--- src/inc/cce_pkg.sv ---
package cce_pkg;

  localparam int LINE_BYTES   = 36;
  localparam int LINE_W       = LINE_BYTES * 8;
  localparam int IDN_LEN      = 21;
  localparam int SNS_LEN      = 33;
  localparam int VER_LEN      = 7;
  localparam int LFQ_LEN      = 3;
  localparam int BIT_LEN      = 2;
  localparam int CLK_MHZ      = 100;
  localparam int BEEP_TIME_US = 100;

  localparam logic [7:0]  CH_LF    = 8'h0A;
  localparam logic [7:0]  CH_QUOTE = 8'h22;
  localparam logic [7:0]  CH_COMMA = 8'h2C;
  localparam logic [7:0]  CH_DOT   = 8'h2E;
  localparam logic [7:0]  CH_ZERO  = 8'h30;
  localparam logic [7:0]  CH_ONE   = 8'h31;
  localparam logic [47:0] VER_TEXT = 48'h3139_3939_2E30;

  localparam logic [7:0] LFREQ_50  = 8'h32;
  localparam logic [7:0] LFREQ_60  = 8'h3C;
  localparam logic [7:0] LFREQ_DEF = LFREQ_50;
  localparam logic       BEEP_DEF  = 1'b1;

  localparam logic [7:0] REG_CTRL      = 8'h00;
  localparam logic [7:0] REG_LFREQ     = 8'h04;
  localparam logic [7:0] REG_STATUS    = 8'h08;
  localparam int         CTRL_BEEP_BIT = 0;
  localparam int         STAT_CNT_LSB  = 0;
  localparam int         STAT_ST_LSB   = 8;
  localparam int         STAT_TRIG_BIT = 16;

  localparam logic [9:0] FLG_POWER  = 10'h001;
  localparam logic [9:0] FLG_ENERGY = 10'h002;
  localparam logic [9:0] FLG_RESP   = 10'h010;
  localparam logic [9:0] FLG_WAVE   = 10'h020;
  localparam logic [9:0] FLG_TAU    = 10'h040;
  localparam logic [9:0] FLG_TEMP   = 10'h100;

  typedef enum logic [3:0] {
    OP_IDN_Q    = 4'h0, OP_OPC     = 4'h1, OP_OPC_Q   = 4'h2,
    OP_RST      = 4'h3, OP_TST_Q   = 4'h4, OP_WAI     = 4'h5,
    OP_BEEP_IMM = 4'h6, OP_BEEP_SET = 4'h7, OP_BEEP_Q = 4'h8,
    OP_VER_Q    = 4'h9, OP_LFREQ_SET = 4'hA, OP_LFREQ_Q = 4'hB,
    OP_ATTACHED_SENSOR_INFO_QUERY = 4'hC, OP_INIT = 4'hD
  } cce_op_t;

  typedef enum logic [2:0] {
    ST_IDLE = 3'b001, ST_TEST = 3'b010, ST_RESP = 3'b100
  } cce_state_t;

  typedef enum logic [1:0] {
    PATH_ROOT = 2'h0, PATH_SYST = 2'h1, PATH_SENS = 2'h2
  } cce_path_t;

  typedef struct packed {
    cce_op_t    op;
    logic [7:0] arg;
  } cce_cmd_t;

  typedef struct packed {
    logic [31:0] name;
    logic [31:0] serial;
    logic [31:0] cal;
    logic [7:0]  kind;
    logic [7:0]  subkind;
    logic        pwr;
    logic        nrg;
    logic        resp;
    logic        wave;
    logic        tau;
    logic        temp;
  } cce_sensor_t;

endpackage

--- src/core/cce_executor.sv ---
// Operation
// - Identification reply: maker, model code, serial, revision a.b.c, comma separated.
// - Operation-complete pulse only once all earlier held commands have run.
// - Operation-complete query queues ASCII 1 after all earlier commands.
// - While the trigger sequence runs, received commands other than reset wait in the queue.
// - Back at idle, waiting commands run in order, completion after last.
// - Reset command restores beeper and line-frequency defaults.
// - Reset command drops every waiting command.
// - Reset command cancels any owed completion bit or 1 still in the queue; a 1 already being sent finishes.
// - Self-test query runs the test and queues its code, 0 is pass.
// - Wait-to-continue is accepted and does nothing.
// - Beeper enable is writable and readable; immediate beep sounds.
// - Version query answers 1999.0.
// - Line frequency accepts only 50 or 60 and reads back.
// - Sensor query answers name, serial, cal text, type, subtype, flags.
// - Sensor flags are the sum of fixed weights 1,2,16,32,64,256.
// - Command termination returns the command path to root.
module cce_executor
  import cce_pkg::*;
#(
  parameter int          PEND_DEPTH          = 8,
  parameter int          BEEP_CYCLES         = BEEP_TIME_US * CLK_MHZ,
  // Identity values are arbitrary
  parameter logic [31:0] MFR_NAME            = 32'h564E_4452,
  parameter logic [31:0] MODEL_CODE_FIELD    = 32'h3030_3031,
  parameter logic [31:0] SERIAL_NUMBER_FIELD = 32'h3030_3030,
  parameter logic [3:0]  REV_MAJOR           = 4'h1,
  parameter logic [3:0]  REV_MINOR           = 4'h0,
  parameter logic [3:0]  REV_PATCH           = 4'h0
) (
  input  wire logic        i_clk,
  input  wire logic        i_resetn,
  input  wire logic        i_cmd_valid,
  input  wire cce_cmd_t    i_cmd,
  output logic             o_cmd_ready,
  input  wire logic        i_term,
  input  wire logic        i_meas_done,
  input  wire cce_sensor_t i_sensor,
  output logic             o_tst_start,
  input  wire logic        i_tst_done,
  input  wire logic [3:0]  i_tst_code,
  output logic             o_tx_valid,
  output logic [7:0]       o_tx_data,
  input  wire logic        i_tx_ready,
  output logic             o_opc_set,
  output logic             o_trig_active,
  output logic             o_beep,
  output logic             o_beep_en,
  output logic [7:0]       o_lfreq,
  output cce_path_t        o_path,
  output logic             o_defaults,
  output logic             o_cmd_error,
  input  wire logic [7:0]  i_addr,
  input  wire logic [31:0] i_wdata,
  input  wire logic        i_wr,
  input  wire logic        i_rd,
  output logic [31:0]      o_rdata
);

  // Depth must be a power of two so the pointers wrap by themselves
  localparam int               PTR_W    = $clog2(PEND_DEPTH);
  localparam int               CNT_W    = PTR_W + 1;
  localparam logic [CNT_W-1:0] CNT_FULL = CNT_W'(PEND_DEPTH);

  cce_state_t       st_ff;
  cce_cmd_t         pend_q [PEND_DEPTH];
  logic [PTR_W-1:0] wr_ptr_ff;
  logic [PTR_W-1:0] rd_ptr_ff;
  logic [CNT_W-1:0] count_ff;
  logic             trig_ff;
  logic             beep_en_ff;
  logic [7:0]       lfreq_ff;
  logic [31:0]      beep_cnt_ff;
  logic [LINE_W-1:0] line_ff;
  cce_path_t        path_ff;
  logic             opc_set_ff;
  logic             tst_start_ff;
  logic             defaults_ff;
  logic             err_ff;
  logic [31:0]      rdata_ff;
  logic             rst_cmd;
  logic             push;
  logic             pop;
  logic             tx_take;
  logic             tx_last;
  cce_cmd_t         exec;

  function automatic logic [7:0] digit(input logic [3:0] v);
    digit = CH_ZERO + ((v > 4'h9) ? 8'h09 : {4'h0, v});
  endfunction

  // Fixed three digits; leading zeros keep the reply length constant
  function automatic logic [23:0] dec3(input logic [9:0] v);
    logic [9:0] h;
    logic [9:0] t;
    logic [9:0] u;
    h = v / 10'd100;
    t = (v % 10'd100) / 10'd10;
    u = v % 10'd10;
    dec3 = {digit(h[3:0]), digit(t[3:0]), digit(u[3:0])};
  endfunction

  function automatic logic [9:0] flag_sum(input cce_sensor_t s);
    flag_sum = (s.pwr  ? FLG_POWER  : 10'h000)
             + (s.nrg  ? FLG_ENERGY : 10'h000)
             + (s.resp ? FLG_RESP   : 10'h000)
             + (s.wave ? FLG_WAVE   : 10'h000)
             + (s.tau  ? FLG_TAU    : 10'h000)
             + (s.temp ? FLG_TEMP   : 10'h000);
  endfunction

  function automatic logic lf_ok(input logic [7:0] v);
    lf_ok = (v == LFREQ_50) || (v == LFREQ_60);
  endfunction

  function automatic logic is_query(input cce_op_t op);
    is_query = (op == OP_IDN_Q) || (op == OP_OPC_Q) ||
               (op == OP_BEEP_Q) || (op == OP_VER_Q) ||
               (op == OP_LFREQ_Q) ||
               (op == OP_ATTACHED_SENSOR_INFO_QUERY);
  endfunction

  // Replies are left-justified; every one closes with a newline
  function automatic logic [LINE_W-1:0] build_line(
    input cce_op_t     op,
    input logic [3:0]  code,
    input logic        be,
    input logic [7:0]  lf,
    input cce_sensor_t s
  );
    logic [LINE_W-1:0] l;
    logic [23:0]       lfd;
    l = '0;
    lfd = dec3({2'b00, lf});
    case (op)
      OP_IDN_Q:
        l[LINE_W-1 -: IDN_LEN*8] = {MFR_NAME, CH_COMMA,
          MODEL_CODE_FIELD, CH_COMMA, SERIAL_NUMBER_FIELD, CH_COMMA,
          digit(REV_MAJOR), CH_DOT, digit(REV_MINOR), CH_DOT,
          digit(REV_PATCH), CH_LF};
      OP_OPC_Q:
        l[LINE_W-1 -: BIT_LEN*8] = {CH_ONE, CH_LF};
      OP_TST_Q:
        l[LINE_W-1 -: BIT_LEN*8] = {digit(code), CH_LF};
      OP_BEEP_Q:
        l[LINE_W-1 -: BIT_LEN*8] = {be ? CH_ONE : CH_ZERO, CH_LF};
      OP_VER_Q:
        l[LINE_W-1 -: VER_LEN*8] = {VER_TEXT, CH_LF};
      OP_LFREQ_Q:
        l[LINE_W-1 -: LFQ_LEN*8] = {lfd[15:0], CH_LF};
      OP_ATTACHED_SENSOR_INFO_QUERY:
        l[LINE_W-1 -: SNS_LEN*8] = {CH_QUOTE, s.name, CH_QUOTE,
          CH_COMMA, CH_QUOTE, s.serial, CH_QUOTE, CH_COMMA,
          CH_QUOTE, s.cal, CH_QUOTE, CH_COMMA,
          dec3({2'b00, s.kind}), CH_COMMA,
          dec3({2'b00, s.subkind}), CH_COMMA,
          dec3(flag_sum(s)), CH_LF};
      default: l = '0;
    endcase
    build_line = l;
  endfunction

  assign rst_cmd = i_cmd_valid && (i_cmd.op == OP_RST);
  assign o_cmd_ready = (count_ff != CNT_FULL) || (i_cmd.op == OP_RST);
  assign push = i_cmd_valid && (i_cmd.op != OP_RST)
             && (count_ff != CNT_FULL);
  // Nothing leaves the queue while the trigger sequence runs
  assign pop = (st_ff == ST_IDLE) && !trig_ff && (count_ff != '0)
            && !rst_cmd;
  assign exec = pend_q[rd_ptr_ff];
  assign tx_take = (st_ff == ST_RESP) && i_tx_ready;
  assign tx_last = line_ff[LINE_W-1 -: 8] == CH_LF;

  // Commands keep their arrival order, so completion follows all before
  always_ff @(posedge i_clk) begin
    if (push) begin
      pend_q[wr_ptr_ff] <= i_cmd;
    end
  end

  always_ff @(posedge i_clk or negedge i_resetn) begin
    if (!i_resetn) begin
      wr_ptr_ff <= '0;
      rd_ptr_ff <= '0;
      count_ff  <= '0;
    end else if (rst_cmd) begin
      rd_ptr_ff <= wr_ptr_ff;
      count_ff  <= '0;
    end else begin
      if (push) begin
        wr_ptr_ff <= wr_ptr_ff + PTR_W'(1);
      end
      if (pop) begin
        rd_ptr_ff <= rd_ptr_ff + PTR_W'(1);
      end
      count_ff <= count_ff + CNT_W'(push) - CNT_W'(pop);
    end
  end

  // A reply already being sent finishes so the host never sees half a line
  always_ff @(posedge i_clk or negedge i_resetn) begin
    if (!i_resetn) begin
      st_ff   <= ST_IDLE;
      line_ff <= '0;
    end else begin
      unique case (st_ff)
        ST_IDLE: begin
          if (pop && (exec.op == OP_TST_Q)) begin
            st_ff <= ST_TEST;
          end else if (pop && is_query(exec.op)) begin
            line_ff <= build_line(exec.op, 4'h0, beep_en_ff,
                                  lfreq_ff, i_sensor);
            st_ff   <= ST_RESP;
          end
        end
        ST_TEST: begin
          if (i_tst_done) begin
            line_ff <= build_line(OP_TST_Q, i_tst_code, beep_en_ff,
                                  lfreq_ff, i_sensor);
            st_ff   <= ST_RESP;
          end
        end
        ST_RESP: begin
          if (tx_take) begin
            line_ff <= line_ff << 8;
            if (tx_last) begin
              st_ff <= ST_IDLE;
            end
          end
        end
        default: st_ff <= ST_IDLE;
      endcase
    end
  end

  always_ff @(posedge i_clk or negedge i_resetn) begin
    if (!i_resetn) begin
      opc_set_ff   <= 1'b0;
      tst_start_ff <= 1'b0;
      defaults_ff  <= 1'b0;
      err_ff       <= 1'b0;
    end else begin
      opc_set_ff   <= pop && (exec.op == OP_OPC);
      tst_start_ff <= pop && (exec.op == OP_TST_Q);
      defaults_ff  <= rst_cmd;
      err_ff       <= (i_cmd_valid && !o_cmd_ready) ||
                      (pop && (exec.op == OP_LFREQ_SET) &&
                       !lf_ok(exec.arg));
    end
  end

  // Start of a trigger sequence wins over its end in the same cycle
  always_ff @(posedge i_clk or negedge i_resetn) begin
    if (!i_resetn) begin
      trig_ff <= 1'b0;
    end else if (rst_cmd) begin
      trig_ff <= 1'b0;
    end else if (pop && (exec.op == OP_INIT)) begin
      trig_ff <= 1'b1;
    end else if (i_meas_done) begin
      trig_ff <= 1'b0;
    end
  end

  always_ff @(posedge i_clk or negedge i_resetn) begin
    if (!i_resetn) begin
      beep_en_ff <= BEEP_DEF;
    end else if (rst_cmd) begin
      beep_en_ff <= BEEP_DEF;
    end else if (pop && (exec.op == OP_BEEP_SET)) begin
      beep_en_ff <= (exec.arg != 8'h00);
    end else if (i_wr && (i_addr == REG_CTRL)) begin
      beep_en_ff <= i_wdata[CTRL_BEEP_BIT];
    end
  end

  // Out-of-range frequencies leave the stored value untouched
  always_ff @(posedge i_clk or negedge i_resetn) begin
    if (!i_resetn) begin
      lfreq_ff <= LFREQ_DEF;
    end else if (rst_cmd) begin
      lfreq_ff <= LFREQ_DEF;
    end else if (pop && (exec.op == OP_LFREQ_SET)) begin
      if (lf_ok(exec.arg)) begin
        lfreq_ff <= exec.arg;
      end
    end else if (i_wr && (i_addr == REG_LFREQ)) begin
      if (lf_ok(i_wdata[7:0])) begin
        lfreq_ff <= i_wdata[7:0];
      end
    end
  end

  always_ff @(posedge i_clk or negedge i_resetn) begin
    if (!i_resetn) begin
      beep_cnt_ff <= '0;
    end else if (rst_cmd) begin
      beep_cnt_ff <= '0;
    end else if (pop && (exec.op == OP_BEEP_IMM) && beep_en_ff) begin
      beep_cnt_ff <= 32'(BEEP_CYCLES);
    end else if (beep_cnt_ff != '0) begin
      beep_cnt_ff <= beep_cnt_ff - 32'h0000_0001;
    end
  end

  always_ff @(posedge i_clk or negedge i_resetn) begin
    if (!i_resetn) begin
      path_ff <= PATH_ROOT;
    end else if (i_term) begin
      path_ff <= PATH_ROOT;
    end else if (push) begin
      if (i_cmd.op == OP_ATTACHED_SENSOR_INFO_QUERY) begin
        path_ff <= PATH_SENS;
      end else if (i_cmd.op >= OP_BEEP_IMM && i_cmd.op <= OP_LFREQ_Q) begin
        path_ff <= PATH_SYST;
      end
    end
  end

  // Read data stands for exactly one cycle; unmapped reads give zero
  always_ff @(posedge i_clk or negedge i_resetn) begin
    if (!i_resetn) begin
      rdata_ff <= '0;
    end else begin
      rdata_ff <= '0;
      if (i_rd) begin
        case (i_addr)
          REG_CTRL:   rdata_ff[CTRL_BEEP_BIT] <= beep_en_ff;
          REG_LFREQ:  rdata_ff[7:0] <= lfreq_ff;
          REG_STATUS: begin
            rdata_ff[STAT_CNT_LSB +: CNT_W] <= count_ff;
            rdata_ff[STAT_ST_LSB +: 3]      <= st_ff;
            rdata_ff[STAT_TRIG_BIT]         <= trig_ff;
          end
          default: rdata_ff <= '0;
        endcase
      end
    end
  end

  assign o_tx_valid    = (st_ff == ST_RESP);
  assign o_tx_data     = line_ff[LINE_W-1 -: 8];
  assign o_opc_set     = opc_set_ff;
  assign o_tst_start   = tst_start_ff;
  assign o_trig_active = trig_ff;
  assign o_beep        = (beep_cnt_ff != '0);
  assign o_beep_en     = beep_en_ff;
  assign o_lfreq       = lfreq_ff;
  assign o_path        = path_ff;
  assign o_defaults    = defaults_ff;
  assign o_cmd_error   = err_ff;
  assign o_rdata       = rdata_ff;
endmodule

--- config.mk ---
export PLATFORM = sky130hd
export DESIGN_NAME = cce_executor
export DESIGN_NICKNAME = d
export VERILOG_FILES = /design/src/inc/cce_pkg.sv /design/src/core/cce_executor.sv
export SDC_FILE = /design/constraint.sdc
export NUM_CORES = 1
export LEC_CHECK = 0
export BUFFER_PORTS_ARGS = -buffer_cell sky130_fd_sc_hd__buf_2
export CORE_MARGIN = 4
export CORE_UTILIZATION = 24
export DETAILED_ROUTE_END_ITERATION = 10
export GPL_ROUTABILITY_DRIVEN = 1
export SLEW_MARGIN = 10
export SYNTH_ARGS = -nofsm -noshare
export SYNTH_HDL_FRONTEND = slang
export SYNTH_SLANG_ARGS = --single-unit
--- constraint.sdc ---
create_clock -name i_clk -period 3.8 [get_ports i_clk]
set_input_delay 0.57 -clock i_clk [delete_from_list [all_inputs] [get_ports i_clk]]
set_output_delay 0.57 -clock i_clk [all_outputs]
set_load 0.05 [all_outputs]
== After elaboration in Yosys (flattened, before gate mapping) ==
Memory sizes are Yosys's and may differ from the RTL's.
Cells that the tools add are included.

* Output and inout bits: 59
* RAM bits: 96
* Memories kept: 1
* Register bits: 381

* $lt $le $gt $ge: 14
* Bitwise logic cells: 1
* Equal/unequal tests: 32
* Add/sub/neg operators: 22
* Muxes and demuxes: 64
* Reduce and logical (&&, ||, !) cells: 52
* Div/mod/pow operators: 15

{| class="wikitable"
|+ Memories
! name !! depth !! bits a word !! read ports !! clocked after memory_dff !! write ports !! RTL line !! text
|-
| pend_q || 8 || 12 || 1 || 0 || 1 || cce_executor.sv:66 || <nowiki>cce_cmd_t pend_q [PEND_DEPTH];</nowiki>
|}

{| class="wikitable"
|+ Operators by type and width
! cell !! count
|-
| $mux 288 || 4
|-
| $pmux 288 s3 || 1
|-
| $pmux 110 s2 || 1
|-
| $pmux 15 s7 || 1
|-
| $mux 32 || 3
|-
| $pmux 32 s3 || 1
|-
| $mux 95 || 1
|-
| $add 6x4->7 const A || 12
|-
| $mux 4 || 14
|-
| $gt 4x4->1 const B || 12
|-
| $div 10x4->10 const B || 4
|-
| $mux 8 || 5
|-
| $eq 8x6->1 const B || 4
|-
| $pmux 8 s4 || 1
|-
| $reduce_bool 32->1 || 1
|-
| $sub 32x1->32 const B || 1
|-
| $mod 8x4->10 const B || 3
|-
| $mod 8x7->10 const B || 3
|-
| $eq 4x4->1 const B || 7
|-
| $mux 3 || 8
|-
| $reduce_bool 3->1 || 7
|-
| $div 8x7->10 const B || 2
|-
| $logic_and 1x1->1 || 20
|-
| $mux 17 || 1
|-
| 48 further kinds || 83
|}

== Longest topological paths before layout ==
Gate-level depths: netlist of the first run.

* Depth after elaboration: 15
* Depth in mapped cells: 25
* Gate-level depth less buffers: 23

== Worst setup path before layout of the first run ==
OpenSTA, ideal clock, no wires.

* Path type: input to register
* Start point: input port i_sensor[2] (netlist bit)
* End point: register line_ff[32]
* Path slack: -0.959 ns
* Arrival time: 4.664 ns
* Stages: 21
* Library setup time: 0.095 ns
* Cells stage by stage: clkbuf_1 > clkbuf_1 > inv_1 > ha_1 > ha_1 > o21ai_0 > and2_1 > a221o_1 > inv_1 > ha_1 > or3_1 > o21ai_0 > nor2b_1 > inv_1 > ha_1 > or2_2 > a221oi_1 > a21oi_1 > xnor2_1 > nand3_1 > o31ai_1

* Longest elaborated chain between the ends: 12

{| class="wikitable"
|+ Ends and longest elaborated chain
! element !! RTL line !! text
|-
| from (decl) || cce_executor.sv:38 || <nowiki>input wire cce_sensor_t i_sensor,</nowiki>
|-
| $mux 6 * || cce_executor.sv:107 || <nowiki>+ (s.wave ? FLG_WAVE : 10'h000)</nowiki>
|-
| $add 6x6->7 * || cce_executor.sv:107 ||
|-
| $add 7x7->8 * || cce_executor.sv:108 || <nowiki>+ (s.tau ? FLG_TAU : 10'h000)</nowiki>
|-
| $add 8x9->10 * || cce_executor.sv:109 || <nowiki>+ (s.temp ? FLG_TEMP : 10'h000);</nowiki>
|-
| $mod 10x4->10 * || cce_executor.sv:99 || <nowiki>u = v % 10'd10;</nowiki>
|-
| $gt 4x4->1 || cce_executor.sv:89 || <nowiki>digit = CH_ZERO + ((v > 4'h9) ? 8'h09 : {4'h0, v});</nowiki>
|-
| $mux 4 * || cce_executor.sv:89 ||
|-
| $add 6x4->7 * || cce_executor.sv:89 ||
|-
| $mux 95 * || cce_executor.sv:135 || <nowiki>case (op)</nowiki>
|-
| $mux 288 * || cce_executor.sv:210 || <nowiki>end else if (pop && is_query(exec.op)) begin</nowiki>
|-
| $mux 288 * || cce_executor.sv:208 || <nowiki>if (pop && (exec.op == OP_TST_Q)) begin</nowiki>
|-
| $pmux 288 s3 * || cce_executor.sv:206 || <nowiki>unique case (st_ff)</nowiki>
|-
| to (signal assigned) || cce_executor.sv:211 || <nowiki>line_ff <= build_line(exec.op, 4'h0, beep_en_ff,</nowiki>
|-
| to (signal assigned) || cce_executor.sv:218 || <nowiki>line_ff <= build_line(OP_TST_Q, i_tst_code, beep_en_ff,</nowiki>
|-
| to (signal assigned) || cce_executor.sv:225 || <nowiki>line_ff <= line_ff << 8;</nowiki>
|-
| to (decl) || cce_executor.sv:74 || <nowiki>logic [LINE_W-1:0] line_ff;</nowiki>
|}

Mark *: on every way between the ends. The rest lies on a longest branch, timed or not. The select of a mux whose other input is x is not followed.
A chain may end at the register's enable or synchronous reset.

== Worst setup path after layout of the first run ==
* Start point: input port i_sensor[3] (netlist bit)
* End point: register line_ff[32]

* Longest elaborated chain between the ends: 13

{| class="wikitable"
|+ Ends and longest elaborated chain
! element !! RTL line !! text
|-
| $mux 5 * || cce_executor.sv:106 || <nowiki>+ (s.resp ? FLG_RESP : 10'h000)</nowiki>
|-
| $add 3x5->6 * || cce_executor.sv:106 ||
|-
| $add 6x6->7 * || cce_executor.sv:107 ||
|-
| $add 7x7->8 * || cce_executor.sv:108 ||
|-
| $add 8x9->10 * || cce_executor.sv:109 ||
|-
| $mod 10x4->10 * || cce_executor.sv:99 ||
|-
| $gt 4x4->1 || cce_executor.sv:89 ||
|-
| $mux 4 * || cce_executor.sv:89 ||
|-
| $add 6x4->7 * || cce_executor.sv:89 ||
|-
| $mux 95 * || cce_executor.sv:135 ||
|-
| $mux 288 * || cce_executor.sv:210 ||
|-
| $mux 288 * || cce_executor.sv:208 ||
|-
| $pmux 288 s3 * || cce_executor.sv:206 ||
|}

Marks and branches as above.

==> impl.org, run 1 <==
** Global routing
- The via count of the first global-routing pass was 15.90k.
- Global routing consumed, over all layers together, 12.22% of the routing resources.
- Entering global routing, the biggest net connects around 100 pins.
- After global routing the overflow that remains totals 0.
- The first global-routing pass estimated a little over 90000 um of wire.
- The initial antenna violation count was 4.

** Detailed routing
- In the final routed layout, each cell accounts on average for 16.01 um.
- Number of vias in the routed layout :: 16.84k
- DRC viols :: 0
- The detailed router finished its first iteration with 1257 violations.
- The detail route stage leaves a number of antenna-violating nets equal to 0.
- Sum of routed wire length over all layers :: ~57000 um
- In the routed layout, each cell is associated on average with a via count of 4.751.
- First drt pass iteration count :: 5

** Synthesis
- In the post-synthesis netlist, the biggest area contributors are sky130_fd_sc_hd__dfrtp_1 36%, sky130_fd_sc_hd__edfxtp_1 14%, sky130_fd_sc_hd__nor2_1 5.6%.
- Synth cell types :: 83
- Top cells by instance count after synthesis :: 307 x sky130_fd_sc_hd__nor2_1, 295 x sky130_fd_sc_hd__dfrtp_1, 246 x sky130_fd_sc_hd__nand2_1
- Share of the synthesized area in the top cell type :: 35.96%
- Flop and latch count out of synthesis :: 396
- By instance count, the leading cell after synthesis is sky130_fd_sc_hd__nor2_1.
- Synthesis produced a netlist whose cell count is 2179.
- Library cell occupying the most area in the post-synthesis netlist :: sky130_fd_sc_hd__dfrtp_1
- Summing the sequential cell areas from Yosys gives 50.64% of the chip area.
- Syn_area_per_cell :: 9.422 um^2
- Of all flip-flops after synthesis, the portion carrying an async set or reset was about three quarters.
- Total standard cell area after synthesis :: 20530 um^2
- The Yosys step of the flow raised 0 warnings.
- The synthesized design contains 96 enable-type register cells.
- Among all flip-flop cells after synthesis, the most frequent one is sky130_fd_sc_hd__dfrtp_1.

** Floorplanning
- The die is 300.5 um wide.
- The core region is approximately 84000 um^2.
- For this configuration, the core starts out at a cell density of 24.38%.
- Row generation in the floorplan step produced ~110 rows.
- The die is 300.5 um tall.
- The die covers 90280 um^2.
- I/O Pins :: 242

** Power and ir drop
- Internal power :: 12140 uW
- Fraction of power consumed by combinational cells :: 47.7%
- In this run the power spent charging and discharging nets is 8919 uW.
- Summed over all cells, the static leakage comes to 0.01040 uW.
- Worst-case vdd ir drop :: 433.4 uV
- Dividing total power by cell area gives a power density of 849.3 nW/um^2.
- Clock power share :: 20.0%
- Registers are responsible for 32.3% of the overall power.
- Switching Share :: 42.36%

** Clock network
- TritonCTS built the clock tree.
- CTS Sinks :: between 300 and 400
- H-tree depth :: 2
- Clock slew at reported path FFs :: 0.06 ns
- Total clock buffers created by CTS :: 44
- The later pin in the worst-skew pair is clocked with a latency of about 0.56 ns.
- Post-CTS timing repair inserted 0 buffers for setup.
- Longest Clk Path Bufs :: 3
- After clock tree synthesis, the flow added hold-fix buffers numbering 0.
- Clock tree synthesis selected as its root buffer the cell sky130_fd_sc_hd__clkbuf_16.

** Place
- Routability-driven placement finished with a final weighted congestion of 0.8002.
- Timing analysis after detailed placement gives a worst setup slack of -0.3853 ns.
- Post-DP HPWL :: 40350 um
- Buffers added on ports :: 197
- In this run the cell area measured after placement is 23350 um^2.

** Critical path
- Critical R2R Capture :: o_lfreq[5]$_DFFE_PN1P_
- The startpoint identified for the worst register-to-register timing path is st_ff[0]$_DFFE_PN1P_.
- Along the worst path, the maximum fanout reaches 4.
- The number of buffers and inverters on the critical path is 5.
- Arrival time of the worst setup path :: 4.02 ns
- Startpoint class of the critical path :: input pin
- Critical setup path kind :: in2reg
- Crit path capture type :: register
- In this design, the largest share of critical-path delay is due to compound AO/OA/AOI/OAI gates.
- Counting stages on the worst path, the most repeated cell is sky130_fd_sc_hd__ha_4.
- Cell count of the worst reg-to-reg path :: 11
- For this design, the slowest cell found on the critical path is sky130_fd_sc_hd__a222oi_1.
- In this run the register-to-register setup slack is 0.40 ns.
- Crit path cell chain :: buf_2 -> inv_2 -> ha_4 -> inv_1 -> ha_4 -> nor2_4 -> o22ai_1 -> a221o_1 -> inv_2 -> ha_4 -> o21ai_0 -> a222oi_1 -> o21ai_1 -> nor2b_4 -> buf_4 -> ha_1 -> a221oi_2 -> a21oi_1 -> xnor2_1 -> nand3_1 -> o31ai_1
- Data required time of the critical path :: ~4.3 ns
- For this run, the slowest stage of the critical path takes 0.48 ns.

** Final layout
- In the final design database the tool counted between 2k and 3k nets.
- After routing the design area is 24790 um^2.
- Share of post-route cells with drive strength above 1 :: 18.48%
- Area added between synthesis and finish :: 20.76%
- Reg area :: 10400 um^2
- Filler instances :: 8818
- Summing all multi-input logic gate instances after layout gives just over 9000 um^2.

** Timing
- The count of pins over their slew limit is 0.
- The number of endpoints with negative hold slack in the final report is 3.
- Slew of the pin with the lowest slew margin :: roughly 0.84 ns
- The clock arrives with roughly 0.012 ns of skew.
- Setup repair after global routing left no endpoint under its margin.
- After routing, the total negative slack on setup checks comes to 0 ns.
- Derived from the worst setup path, the maximum achievable clock frequency is approximately 280 MHz.
- Total setup violations reported at the end of the flow :: 0
- Across all hold checks on the routed design, the worst slack comes to -0.006110 ns.
- Counting I/O delays and the setup requirement, the final critical path takes around 3.6 ns.
- Setup slack on the critical path of the routed design comes to 0.2498 ns.
- Tightest slew margin relative to the limit :: 44.33%
- Portion of the clock cycle consumed by the worst path in the final layout :: 93.43%

** Worst hold path
- The min-delay analysis places its worst path in the category in2async.

** Outcome
- The checks that failed: negative hold slack.
- The run finished, with violations left.

** Job
- Number of max-capacitance violations reported :: 0
[sequential cells by signal, summed over array words and instances (netlist names), 2 cells and up]
name and count:
line_ff 227, beep_cnt_ff 32, count_ff 4, rd_ptr_ff 3, st_ff 3, o_rdata 12, o_path 2, pend_q 96
o_lfreq 8, wr_ptr_ff 3
[placed cells by master (no fill, tap or decap), drive strengths merged, types with 17 or more instances in the layout]
cell,count
a21oi,201
buf,309
nor2b,23
clkbuf,64
mux4,19
a31oi,18
dfrtp,295
xnor2,29
ha,25
a221oi,96
o21ai,125
nand2,246
and3,17
a211oi,19
conb,20
nand3,76
edfxtp,96
inv,51
nor2,308
nand2b,28
mux2i,26
nor3,45
[per-layer routing]
metal	wire length (um)	GRT usage, %
met1	27610	17.94
met4	984	3.025
met5	18	0
met3	2450	1.831
met2	25690	18.89
[final cells by class]
cell class                      count  area share, %
Sequential cell                   396          41.93
Inverter                           47         0.7419
Clock buffer                       63          4.931
Timing Repair Buffer              310          8.206
Antenna cell                        3        0.03028
Tap cell                         1134          5.723
Multi-Input combinational cell   1575          37.61
Clock inverter                     17         0.8176
[logic make-up (layout without fill, tap and decap cells)]
family                     Yosys count  after routing  share of synthesized area (%)
and+or+nand+nor                    844            844                          18.70
DFF                                396            396                          50.64
other                                1             23                        0.01827
AOI/OAI and AO/OA                  591            591                          18.58
buffers and inverters              227            437                          4.894
xor gates and xnor gates            43             43                          1.834
adders and majority gates           26             26                          1.621
muxes                               51             51                          3.718
[worst max-delay path by stage]
stage / start / endpoint / cells after the start / slack, ns
final: i_sensor[3] / line_ff[32]$_DFFE_PN0P_ / 21 / 0.25
after global routing: i_sensor[2] / line_ff[32]$_DFFE_PN0P_ / 21 / 0.008
after CTS: beep_cnt_ff[6]$_DFFE_PN0P_ / o_beep / 6 / 0.14
after detailed placement: i_sensor[3] / line_ff[32]$_DFFE_PN0P_ / 22 / -0.39
after global placement: i_sensor[3] / line_ff[32]$_DFFE_PN0P_ / 22 / -0.30
after floorplan: i_sensor[2] / line_ff[32]$_DFFE_PN0P_ / 20 / -0.31
[repair_timing]
item	4_1_cts	5_1_grt
endpoints found under the setup margin	0	4
endpoints found under the hold margin	0	0
gates resized for setup	0	3
[power groups by stage]
stage	logic (uW)	registers [uW]	clock network, uW
finish	10000	6810	4210
global route	11300	6990	4530
CTS	10100	6810	4340
detailed placement	10100	6880	0
global placement	9960	6850	0
floorplan	7070	6690	0
[worst reg2reg max path, stage by stage, from the launching register on]
cell                       delay [ns]
sky130_fd_sc_hd__dfstp_2         0.59
sky130_fd_sc_hd__nand2b_1        0.19
sky130_fd_sc_hd__a211oi_1        0.51
sky130_fd_sc_hd__nand3_1         0.33
sky130_fd_sc_hd__inv_1           0.20
sky130_fd_sc_hd__nand2_1         0.08
sky130_fd_sc_hd__nor3_1          0.51
sky130_fd_sc_hd__o41ai_1         0.18
sky130_fd_sc_hd__buf_4           0.19
sky130_fd_sc_hd__o31a_1          0.12
sky130_fd_sc_hd__buf_4           0.17
sky130_fd_sc_hd__or2_2           0.27
[through the flow]
step                      instances  power (uW)  hold slack (ns)  util (%)
after floorplan                2198       13760           0.2744         -
after global placement         3462       16810           0.4493     27.73
after detailed placement       3462       16980           0.4560     27.73
after CTS                      3542       21290          0.04368     29.42
after global routing           3545       22820          0.05053     29.44
final                          3545       21060        -0.006110     29.44
Power figures use the tool's default switching activity.
==> run 2: changes to the inputs <==
--- a/config.mk
+++ b/config.mk
@@ -6,10 +6,14 @@
 export NUM_CORES = 1
 export LEC_CHECK = 0
 export BUFFER_PORTS_ARGS = -buffer_cell sky130_fd_sc_hd__buf_2
+export CELL_PAD_IN_SITES_DETAIL_PLACEMENT = 1
+export CELL_PAD_IN_SITES_GLOBAL_PLACEMENT = 1
 export CORE_MARGIN = 4
 export CORE_UTILIZATION = 24
 export DETAILED_ROUTE_END_ITERATION = 10
 export GPL_ROUTABILITY_DRIVEN = 1
+export GPL_TIMING_DRIVEN = 0
+export PLACE_DENSITY_LB_ADDON = 0.1
 export SLEW_MARGIN = 10
 export SYNTH_ARGS = -nofsm -noshare
 export SYNTH_HDL_FRONTEND = slang
==> run 2 against run 1 <==
The flow now finishes without violations. Sequential power about the same. Fmax decreased by 1.5%. Design area increased by 2.5%. Global-route usage increased by 4.7 points. Die area unchanged.
==> impl.org, run 2 (same netlist as run 1, synthesis figures left out) <==
** Outcome
- Outcome :: finished clean (was complete, but fails checks)

** Timing
- The worst clock skew is 0.02874 ns (was 0.01177 ns).
- The minimum clock period was 3.606 ns (was 3.550 ns).
- Tightest slew margin relative to the limit :: 30.85% (was 44.33%)
- The number of endpoints with negative hold slack in the final report is 0 (was 3).
- Slew Viols, Final :: 0 (unchanged)
- The post-route worst hold slack came to 0.1589 ns (was -0.006110 ns).
- The transition time of the tightest slew-check pin is 1.023 ns (was 0.8351 ns).
- The total negative slack for setup checks is 0 ns (unchanged).
- The final setup violation count is 0 (unchanged).
- Maximum clock rate :: 277.3 MHz (was 281.7 MHz)
- Unrepaired setup endpoints after global routing: yes (was no).
- Portion of the clock cycle consumed by the worst path in the final layout :: 94.88% (was 93.43%)

** Power and ir drop
- The maximum vdd ir drop was 478.2 uV (was 433.4 uV).
- The power density normalized to cell area came to 903.7 nW/um^2 (was 849.3 nW/um^2).
- The leakage power total came to 0.01062 uW (was 0.01040 uW).
- Overall power :: 22950 uW (was 21060 uW)

** Critical path
- Arrival time of the worst setup path :: 4.10 ns (was 4.02 ns)
- The largest fanout on the critical path was 8 (was 4).
- Crit path capture type :: register (unchanged)
- Flop-to-flop setup slack :: 0.20 ns (was 0.40 ns)
- Critical setup path kind :: in2reg (unchanged)
- Startpoint class of the critical path :: input pin (unchanged)
- Data required time of the critical path :: 4.29 ns (was 4.27 ns)

** Detailed routing
- The total via count after detailed routing came to 17.95k (was 16.84k).
- The detail-routed via count per cell came to 4.939 (was 4.751).
- Post-detailed-route count of antenna-violating nets :: 0 (unchanged)
- First drt pass iteration count :: 5 (unchanged)
- Routed wirelength normalized by instance count :: 21.45 um (was 16.01 um)
- The DRC violation count after routing came to 0 (unchanged).
- Iteration-0 DRC Markers :: 1013 (was 1257)
- Sum of routed wire length over all layers :: 77980 um (was 56750 um)

** Place
- The number of buffers added on ports is 190 (was 197).
- The HPWL reported at the end of detailed placement was 57510 um (was 40350 um).
- The final RePlAce weighted congestion was 0.7950 (was 0.8002).
- Number of cells after detailed placement :: 3528 (was 3462)

** Final layout
- The core occupancy in the finished layout is 30.16% (was 29.44%).
- Share of post-route cells with drive strength above 1 :: 20.37% (was 18.48%)
- Biggest registers after layout :: line_ff (227), pend_q (96), beep_cnt_ff (32) (unchanged)
- Flip-flop count of the largest register after layout :: 227 (unchanged)
- Most frequent cells in the layout :: 295 x sky130_fd_sc_hd__dfrtp_1, 294 x sky130_fd_sc_hd__nor2_1, 245 x sky130_fd_sc_hd__nand2_1, 218 x sky130_fd_sc_hd__buf_2, 198 x sky130_fd_sc_hd__a21oi_1 (was 306 x sky130_fd_sc_hd__nor2_1, 295 x sky130_fd_sc_hd__dfrtp_1, 246 x sky130_fd_sc_hd__nand2_1, 200 x sky130_fd_sc_hd__a21oi_1, 195 x sky130_fd_sc_hd__buf_2)
- Final Non-Filler Cells :: 3635 (was 3545)
- Most frequent standard cell in the layout excluding fill and tap cells :: sky130_fd_sc_hd__dfrtp_1 (was sky130_fd_sc_hd__nor2_1)
- Final #Nets :: 2669 (was 2583)
- The largest register by flop count is line_ff (unchanged).
- The signed area change from the synthesized netlist to the final layout was 23.73% (was 20.76%).

** Worst hold path
- Min-delay worst type :: in2reg (was in2async)

** Floorplanning
- Die boundary width :: 300.5 um (unchanged)
- Core Footprint :: 84220 um^2 (unchanged)
- I/O Pins :: 242 (unchanged)
- Y dimension of the die :: 300.5 um (unchanged)
- The cell row count was 106 (unchanged).
- Initial core utilization :: 24.38% (unchanged)
- The die footprint is 90280 um^2 (unchanged).

** Global routing
- The global-route wire length before repair is 119300 um (was 90510 um).
- The combined global-route utilization of all metal layers came to 16.97% (was 12.22%).
- Initial antenna violation count :: 7 (was 4)
- The total grt overflow came to 0 (unchanged).
- The pin count of the biggest net entering global routing was 99 (was 101).
- Via count of the first global-routing pass :: 19.24k (was 15.90k)

** Clock network
- The maximum buffer depth of the clock tree came to 3 (unchanged).
- The CTS clock-pin slew for the worst setup and hold paths was 0.06 ns (about the same).
- Cell at the root of the clock tree :: sky130_fd_sc_hd__clkbuf_16 (unchanged)
- The CTS tree is done (unchanged).
- H-tree depth :: 2 (unchanged)
- Total clock buffers created by CTS :: 49 (was 44)
- Clk Latency, worst-skew pair :: 0.60 ns (was 0.56 ns)
- CTS Sinks :: 396 (unchanged)

** Job
- Number of max-capacitance violations reported :: 0 (unchanged)
[run 2: cell count changes in the layout (fill, tap and decap cells not counted), sizes merged]
cell,change
dlygate4sd3,+1
inv,-1
clkinvlp,+5
clkbuf,+106
clkdlybuf4s15,+1
clkinv,-1
diode,-1
buf,-23
bufinv,+3
[run 2: per-layer routing]
metal / track usage [%] / wire length (um) / vias to the layer above
met5: 0 / 22 / -
met3: 2.386 / 2773 / 91
met1: 23.55 / 36960 / 9142
met2: 28.33 / 36700 / 302
met4: 3.435 / 1529 / 4
li1: - / - / 8414
[run 2: through the flow]
stage               setup WS [ns]  instance area (um^2)
floorplan                 -0.3137                 20720
global placement           -4.279                 23090
detailed placement         -1.279                 23240
CTS                     -0.005699                 25120
global route             -0.03363                 25400
finish                     0.1944                 25400
[run 2: critical path: stages]
cell and delay (ns):
sky130_fd_sc_hd__clkbuf_8 0.14, sky130_fd_sc_hd__buf_8 0.14, sky130_fd_sc_hd__inv_4 0.05, sky130_fd_sc_hd__ha_4 0.14
sky130_fd_sc_hd__ha_4 0.18, sky130_fd_sc_hd__or3b_4 0.41, sky130_fd_sc_hd__o211a_1 0.24, sky130_fd_sc_hd__o31a_1 0.28
sky130_fd_sc_hd__or3_4 0.38, sky130_fd_sc_hd__o21ai_2 0.12, sky130_fd_sc_hd__nor2b_4 0.15, sky130_fd_sc_hd__inv_1 0.05
sky130_fd_sc_hd__ha_2 0.15, sky130_fd_sc_hd__or2_4 0.25, sky130_fd_sc_hd__a221oi_4 0.23, sky130_fd_sc_hd__a21oi_2 0.12
sky130_fd_sc_hd__xnor2_2 0.17, sky130_fd_sc_hd__nand3_2 0.10, sky130_fd_sc_hd__o31ai_2 0.22
[run 2: path summary, 6_finish.rpt]
path | from | endpoint | depth (start not counted)
max in group asynchronous | i_resetn | line_ff[98]$_DFFE_PN0P_ | 4
max reg2reg | rd_ptr_ff[0]$_DFFE_PN0P_ | line_ff[236]$_DFFE_PN0P_ | 9
max | i_sensor[2] | line_ff[32]$_DFFE_PN0P_ | 19
min in group asynchronous | i_resetn | wr_ptr_ff[1]$_DFFE_PN0P_ | 2
min reg2reg | line_ff[242]$_DFFE_PN0P_ | line_ff[242]$_DFFE_PN0P_ | 2
min | i_term | o_path[1]$_DFFE_PN0P_ | 2
[run 2: where the power goes]
part,switching [uW],internal (uW),total [uW],leakage [uW]
registers,949,5880,6830,0.00471
clock network,1970,2910,4880,0.000801
logic,7610,3630,11200,0.00510
[run 2: layout make-up]
class	count	area, um^2
clock buffer	67	1344
fill	9639	58820
sequential	396	10400
clock inverter	23	319.1
antenna	2	5.005
timing repair buffer	214	1214
buffer	177	903.4
inverter	47	187.7
tap	1134	1419
multi-input combinational	1575	9613
[run 2: repair_timing]
action / 4_1_cts / 5_1_grt
pin swaps: 4 / 15
hold buffers: 1 / 0
setup buffers: 7 / 10
resized for setup: 58 / 69
hold endpoints to repair: 62 / 0
endpoints found under the setup margin: 257 / 248
==> run 3: changes to the inputs <==
--- a/config.mk
+++ b/config.mk
@@ -5,15 +5,15 @@
 export SDC_FILE = /design/constraint.sdc
 export NUM_CORES = 1
 export LEC_CHECK = 0
-export BUFFER_PORTS_ARGS = -buffer_cell sky130_fd_sc_hd__buf_2
 export CELL_PAD_IN_SITES_DETAIL_PLACEMENT = 1
 export CELL_PAD_IN_SITES_GLOBAL_PLACEMENT = 1
 export CORE_MARGIN = 4
 export CORE_UTILIZATION = 24
 export DETAILED_ROUTE_END_ITERATION = 10
+export DONT_BUFFER_PORTS = 1
 export GPL_ROUTABILITY_DRIVEN = 1
-export GPL_TIMING_DRIVEN = 0
 export PLACE_DENSITY_LB_ADDON = 0.1
+export SETUP_SLACK_MARGIN = 0.02
 export SLEW_MARGIN = 10
 export SYNTH_ARGS = -nofsm -noshare
 export SYNTH_HDL_FRONTEND = slang
==> run 3 against run 2 <==
The flow now finishes with violations (negative hold slack, max-slew violations). Routed wire length is 15% lower. Critical path depth is 8 lower. First-iteration DRC count is 8.3% lower. Largest cell class unchanged.
==> impl.org, run 3 (same netlist as run 1, synthesis figures left out) <==
** Outcome
- Outcome :: complete, but fails checks (was finished clean)
- The checks that failed: negative hold slack, max-slew violations.

** Clock network
- Post-cts hold buffer count :: 1 (unchanged)
- The source-to-sink clock delay at the later pin of the worst-skew pair came to 0.61 ns (was 0.60 ns).
- Longest Clk Path Bufs :: 3 (unchanged)
- The maximum level of the CTS H-tree was 2 (unchanged).
- The CTS clock-pin slew for the worst setup and hold paths came to 0.06 ns (about the same).
- The CTS tree was done (unchanged).
- The clock sink count is 396 (unchanged).
- The total CTS buffers is 49 (unchanged).
- Cell at the root of the clock tree :: sky130_fd_sc_hd__clkbuf_16 (unchanged)

** Detailed routing
- The total via count after detailed routing was 16.34k (was 17.95k).
- The DRC violation count after routing was 0 (unchanged).
- Iteration-0 DRC Markers :: 929 (was 1013)
- Routed wirelength normalized by instance count :: 19.75 um (was 21.45 um)
- The remaining antenna violation count is 0 (unchanged).
- First drt pass iteration count :: 5 (unchanged)
- The met3 routed wirelength came to 3233 um (was 2773 um).
- DR top layer :: met5 (unchanged)
- The met2 wire length is 31130 um (was 36700 um).
- The detail-routed via count per cell is 4.885 (was 4.939).
- The routed length on met1 came to 30480 um (was 36960 um).
- The total routed wirelength is 66030 um (was 77980 um).

** Timing
- The relative max-transition margin was -1.967% (was 30.85%).
- Hold Fails Final Rpt :: 214 (was 0)
- The post-route worst hold slack was -0.3209 ns (was 0.1589 ns).
- The worst clock skew is 0.04158 ns (was 0.02874 ns).
- The transition time of the tightest slew-check pin is 1.530 ns (was 1.023 ns).
- The period utilization is 91.73% (was 94.88%).
- Unrepaired setup endpoints after global routing: no (was yes).
- The minimum clock period was 3.486 ns (was 3.606 ns).
- The total negative slack for setup checks came to 0 ns (unchanged).
- The highest achievable clock rate was 286.9 MHz (was 277.3 MHz).
- The final setup violation count was 0 (unchanged).
- The count of pins over their slew limit was 29 (was 0).

** Critical path
- The cell depth of the worst setup path is 11 (was 19).
- Delay of the slowest cell on the worst path :: 0.72 ns (was 0.41 ns)
- Startpoint class of the critical path :: register (was input pin)
- Cell count of the worst reg-to-reg path :: 11 (was 9)
- The kind of capture point of the worst setup path is a register (unchanged).
- Master of the slowest instance on the critical path :: sky130_fd_sc_hd__dfstp_2 (was sky130_fd_sc_hd__or3b_4)
- WP buf/inv :: 0 (was 4)
- The largest fanout on the critical path came to 4 (was 8).
- The worst setup path category was reg2reg (was in2reg).
- Data required time of the critical path :: 4.28 ns (was 4.29 ns)
- The top cell family by delay on the critical path was compound AO/OA/AOI/OAI gates (was simple AND/OR/NAND/NOR gates).
- Crit path cell chain: or3b_2 -> a32o_1 -> and3_1 -> a211oi_1 -> ha_1 -> mux2i_1 -> a21oi_1 -> nand2_1 -> o21ai_0 -> a221oi_1 -> nor2_1 (was clkbuf_8 -> buf_8 -> inv_4 -> ha_4 -> ha_4 -> or3b_4 -> o211a_1 -> o31a_1 -> or3_4 -> o21ai_2 -> nor2b_4 -> inv_1 -> ha_2 -> or2_4 -> a221oi_4 -> a21oi_2 -> xnor2_2 -> nand3_2 -> o31ai_2).
- The arrival time of data at the critical path endpoint came to 3.97 ns (was 4.10 ns).

** Final layout
- The largest register by flop count is line_ff (unchanged).
- The most frequent standard cell in the layout excluding fill and tap cells is sky130_fd_sc_hd__nor2_1 (was sky130_fd_sc_hd__dfrtp_1).
- Final Non-Filler Cells :: 3344 (was 3635)
- The layout cell share with drive strength beyond 1 is 11.11% (was 20.37%).
- Reg area :: 10400 um^2 (unchanged)
- Final #Nets :: 2374 (was 2669)
- Flip-flop count of the largest register after layout :: 227 (unchanged)
- The final cell area excluding filler cells was 23930 um^2 (was 25400 um^2).
- Most frequent cells in the layout :: 306 x sky130_fd_sc_hd__nor2_1, 295 x sky130_fd_sc_hd__dfrtp_1, 246 x sky130_fd_sc_hd__nand2_1, 200 x sky130_fd_sc_hd__a21oi_1, 119 x sky130_fd_sc_hd__o21ai_0 (was 295 x sky130_fd_sc_hd__dfrtp_1, 294 x sky130_fd_sc_hd__nor2_1, 245 x sky130_fd_sc_hd__nand2_1, 218 x sky130_fd_sc_hd__buf_2, 198 x sky130_fd_sc_hd__a21oi_1)
- Filler instances :: 9571 (was 9639)
- Biggest registers after layout :: line_ff (227), pend_q (96), beep_cnt_ff (32) (unchanged)
- Multi-input gate area in the final layout :: 9320 um^2 (was 9613 um^2)
- The signed area change from the synthesized netlist to the final layout came to 16.55% (was 23.73%).

** Place
- Instance area at placement :: 22170 um^2 (was 23240 um^2)
- Post-DP HPWL :: 44870 um (was 57510 um)
- The final RePlAce weighted congestion was 0.7740 (was 0.7950).
- The number of buffers added on ports was 0 (was 190).
- Number of cells after detailed placement :: 3247 (was 3528)

** Global routing
- First-pass GRT wire length :: 103900 um (was 119300 um)
- Initial antenna violation count :: 7 (unchanged)
- Via count of the first global-routing pass :: 17.34k (was 19.24k)
- The total grt overflow came to 0 (unchanged).
- The pin count of the biggest net entering global routing was 301 (was 99).
- GRT Overall Usage :: 14.29% (was 16.97%)

** Worst hold path
- Min-delay worst type :: in2async (was in2reg)

** Floorplanning
- The number of I/O pins was 242 (unchanged).
- Core Footprint :: 84220 um^2 (unchanged)
- Overall die area :: 90280 um^2 (unchanged)
- Number of cell rows :: 106 (unchanged)
- The vertical extent of the die was 300.5 um (unchanged).
- Die boundary width :: 300.5 um (unchanged)
- Initial core utilization :: 24.38% (unchanged)

** Power and ir drop
- Leakage dissipation :: 0.009644 uW (was 0.01062 uW)
- The maximum vdd ir drop was 449.4 uV (was 478.2 uV).
- The power density normalized to cell area was 915.0 nW/um^2 (was 903.7 nW/um^2).

** Job
- The reported max-cap violation count came to 0 (unchanged).
-- run 3: metal layers --
layer | vias up | global-route usage (%)
met1 | 8228 | 19.20
met3 | 82 | 3.345
li1 | 7815 | -
met5 | - | 0
met4 | 4 | 2.923
met2 | 208 | 23.58
-- run 3: worst register-to-register path: stages, from the launching register on --
cell and delay [ns]:
sky130_fd_sc_hd__dfstp_2 0.72, sky130_fd_sc_hd__or3b_2 0.53, sky130_fd_sc_hd__a32o_1 0.26, sky130_fd_sc_hd__and3_1 0.19, sky130_fd_sc_hd__a211oi_1 0.49, sky130_fd_sc_hd__ha_1 0.33, sky130_fd_sc_hd__mux2i_1 0.20, sky130_fd_sc_hd__a21oi_1 0.07
sky130_fd_sc_hd__nand2_1 0.08, sky130_fd_sc_hd__o21ai_0 0.12, sky130_fd_sc_hd__a221oi_1 0.31, sky130_fd_sc_hd__nor2_1 0.07
-- run 3: final timing paths --
kind,start,end,slack [ns]
worst max-delay path,o_lfreq[5]$_DFFE_PN1P_,line_ff[274]$_DFFE_PN0P_,0.31
worst min-delay path,i_resetn,wr_ptr_ff[1]$_DFFE_PN0P_,-0.32
worst max register to register,o_lfreq[5]$_DFFE_PN1P_,line_ff[274]$_DFFE_PN0P_,0.31
worst min register to register,line_ff[60]$_DFFE_PN0P_,line_ff[60]$_DFFE_PN0P_,0.46
max in group asynchronous,i_resetn,line_ff[187]$_DFFE_PN0P_,2.88
min in group i_clk,i_cmd[4],pend_q[5][4]$_DFFE_PP_,0.05
-- run 3: metrics by stage --
stage,utilization [%],setup WS [ns],power (uW)
3_3_place_gp,26.33,-0.2340,16950
4_1_cts,28.40,0.2387,22370
5_1_grt,28.40,0.05863,23830
2_1_floorplan,-,-0.3137,13760
6_report,28.41,0.3144,21890
3_5_place_dp,26.33,-0.3683,17180
-- run 3: where the power goes --
part	leakage, uW	internal (uW)	switching (uW)
Sequential	0.00471	5880	1240
Combinational	0.00409	3740	6040
Clock	0.000845	3010	1980
-- run 3: layout make-up --
cell class / count / share of cell area, %
Multi-Input combinational cell: 1575 / 38.95
Sequential cell: 396 / 43.45
Inverter: 47 / 0.7791
Clock inverter: 23 / 1.354
Antenna cell: 4 / 0.04183
Timing Repair Buffer: 96 / 3.598
Tap cell: 1134 / 5.930
Clock buffer: 69 / 5.898
-- run 3: timing repair --
action,CTS,global route
setup endpoints to repair,0,1
resized for setup,0,1
setup buffers,0,0
hold endpoints to repair,302,298
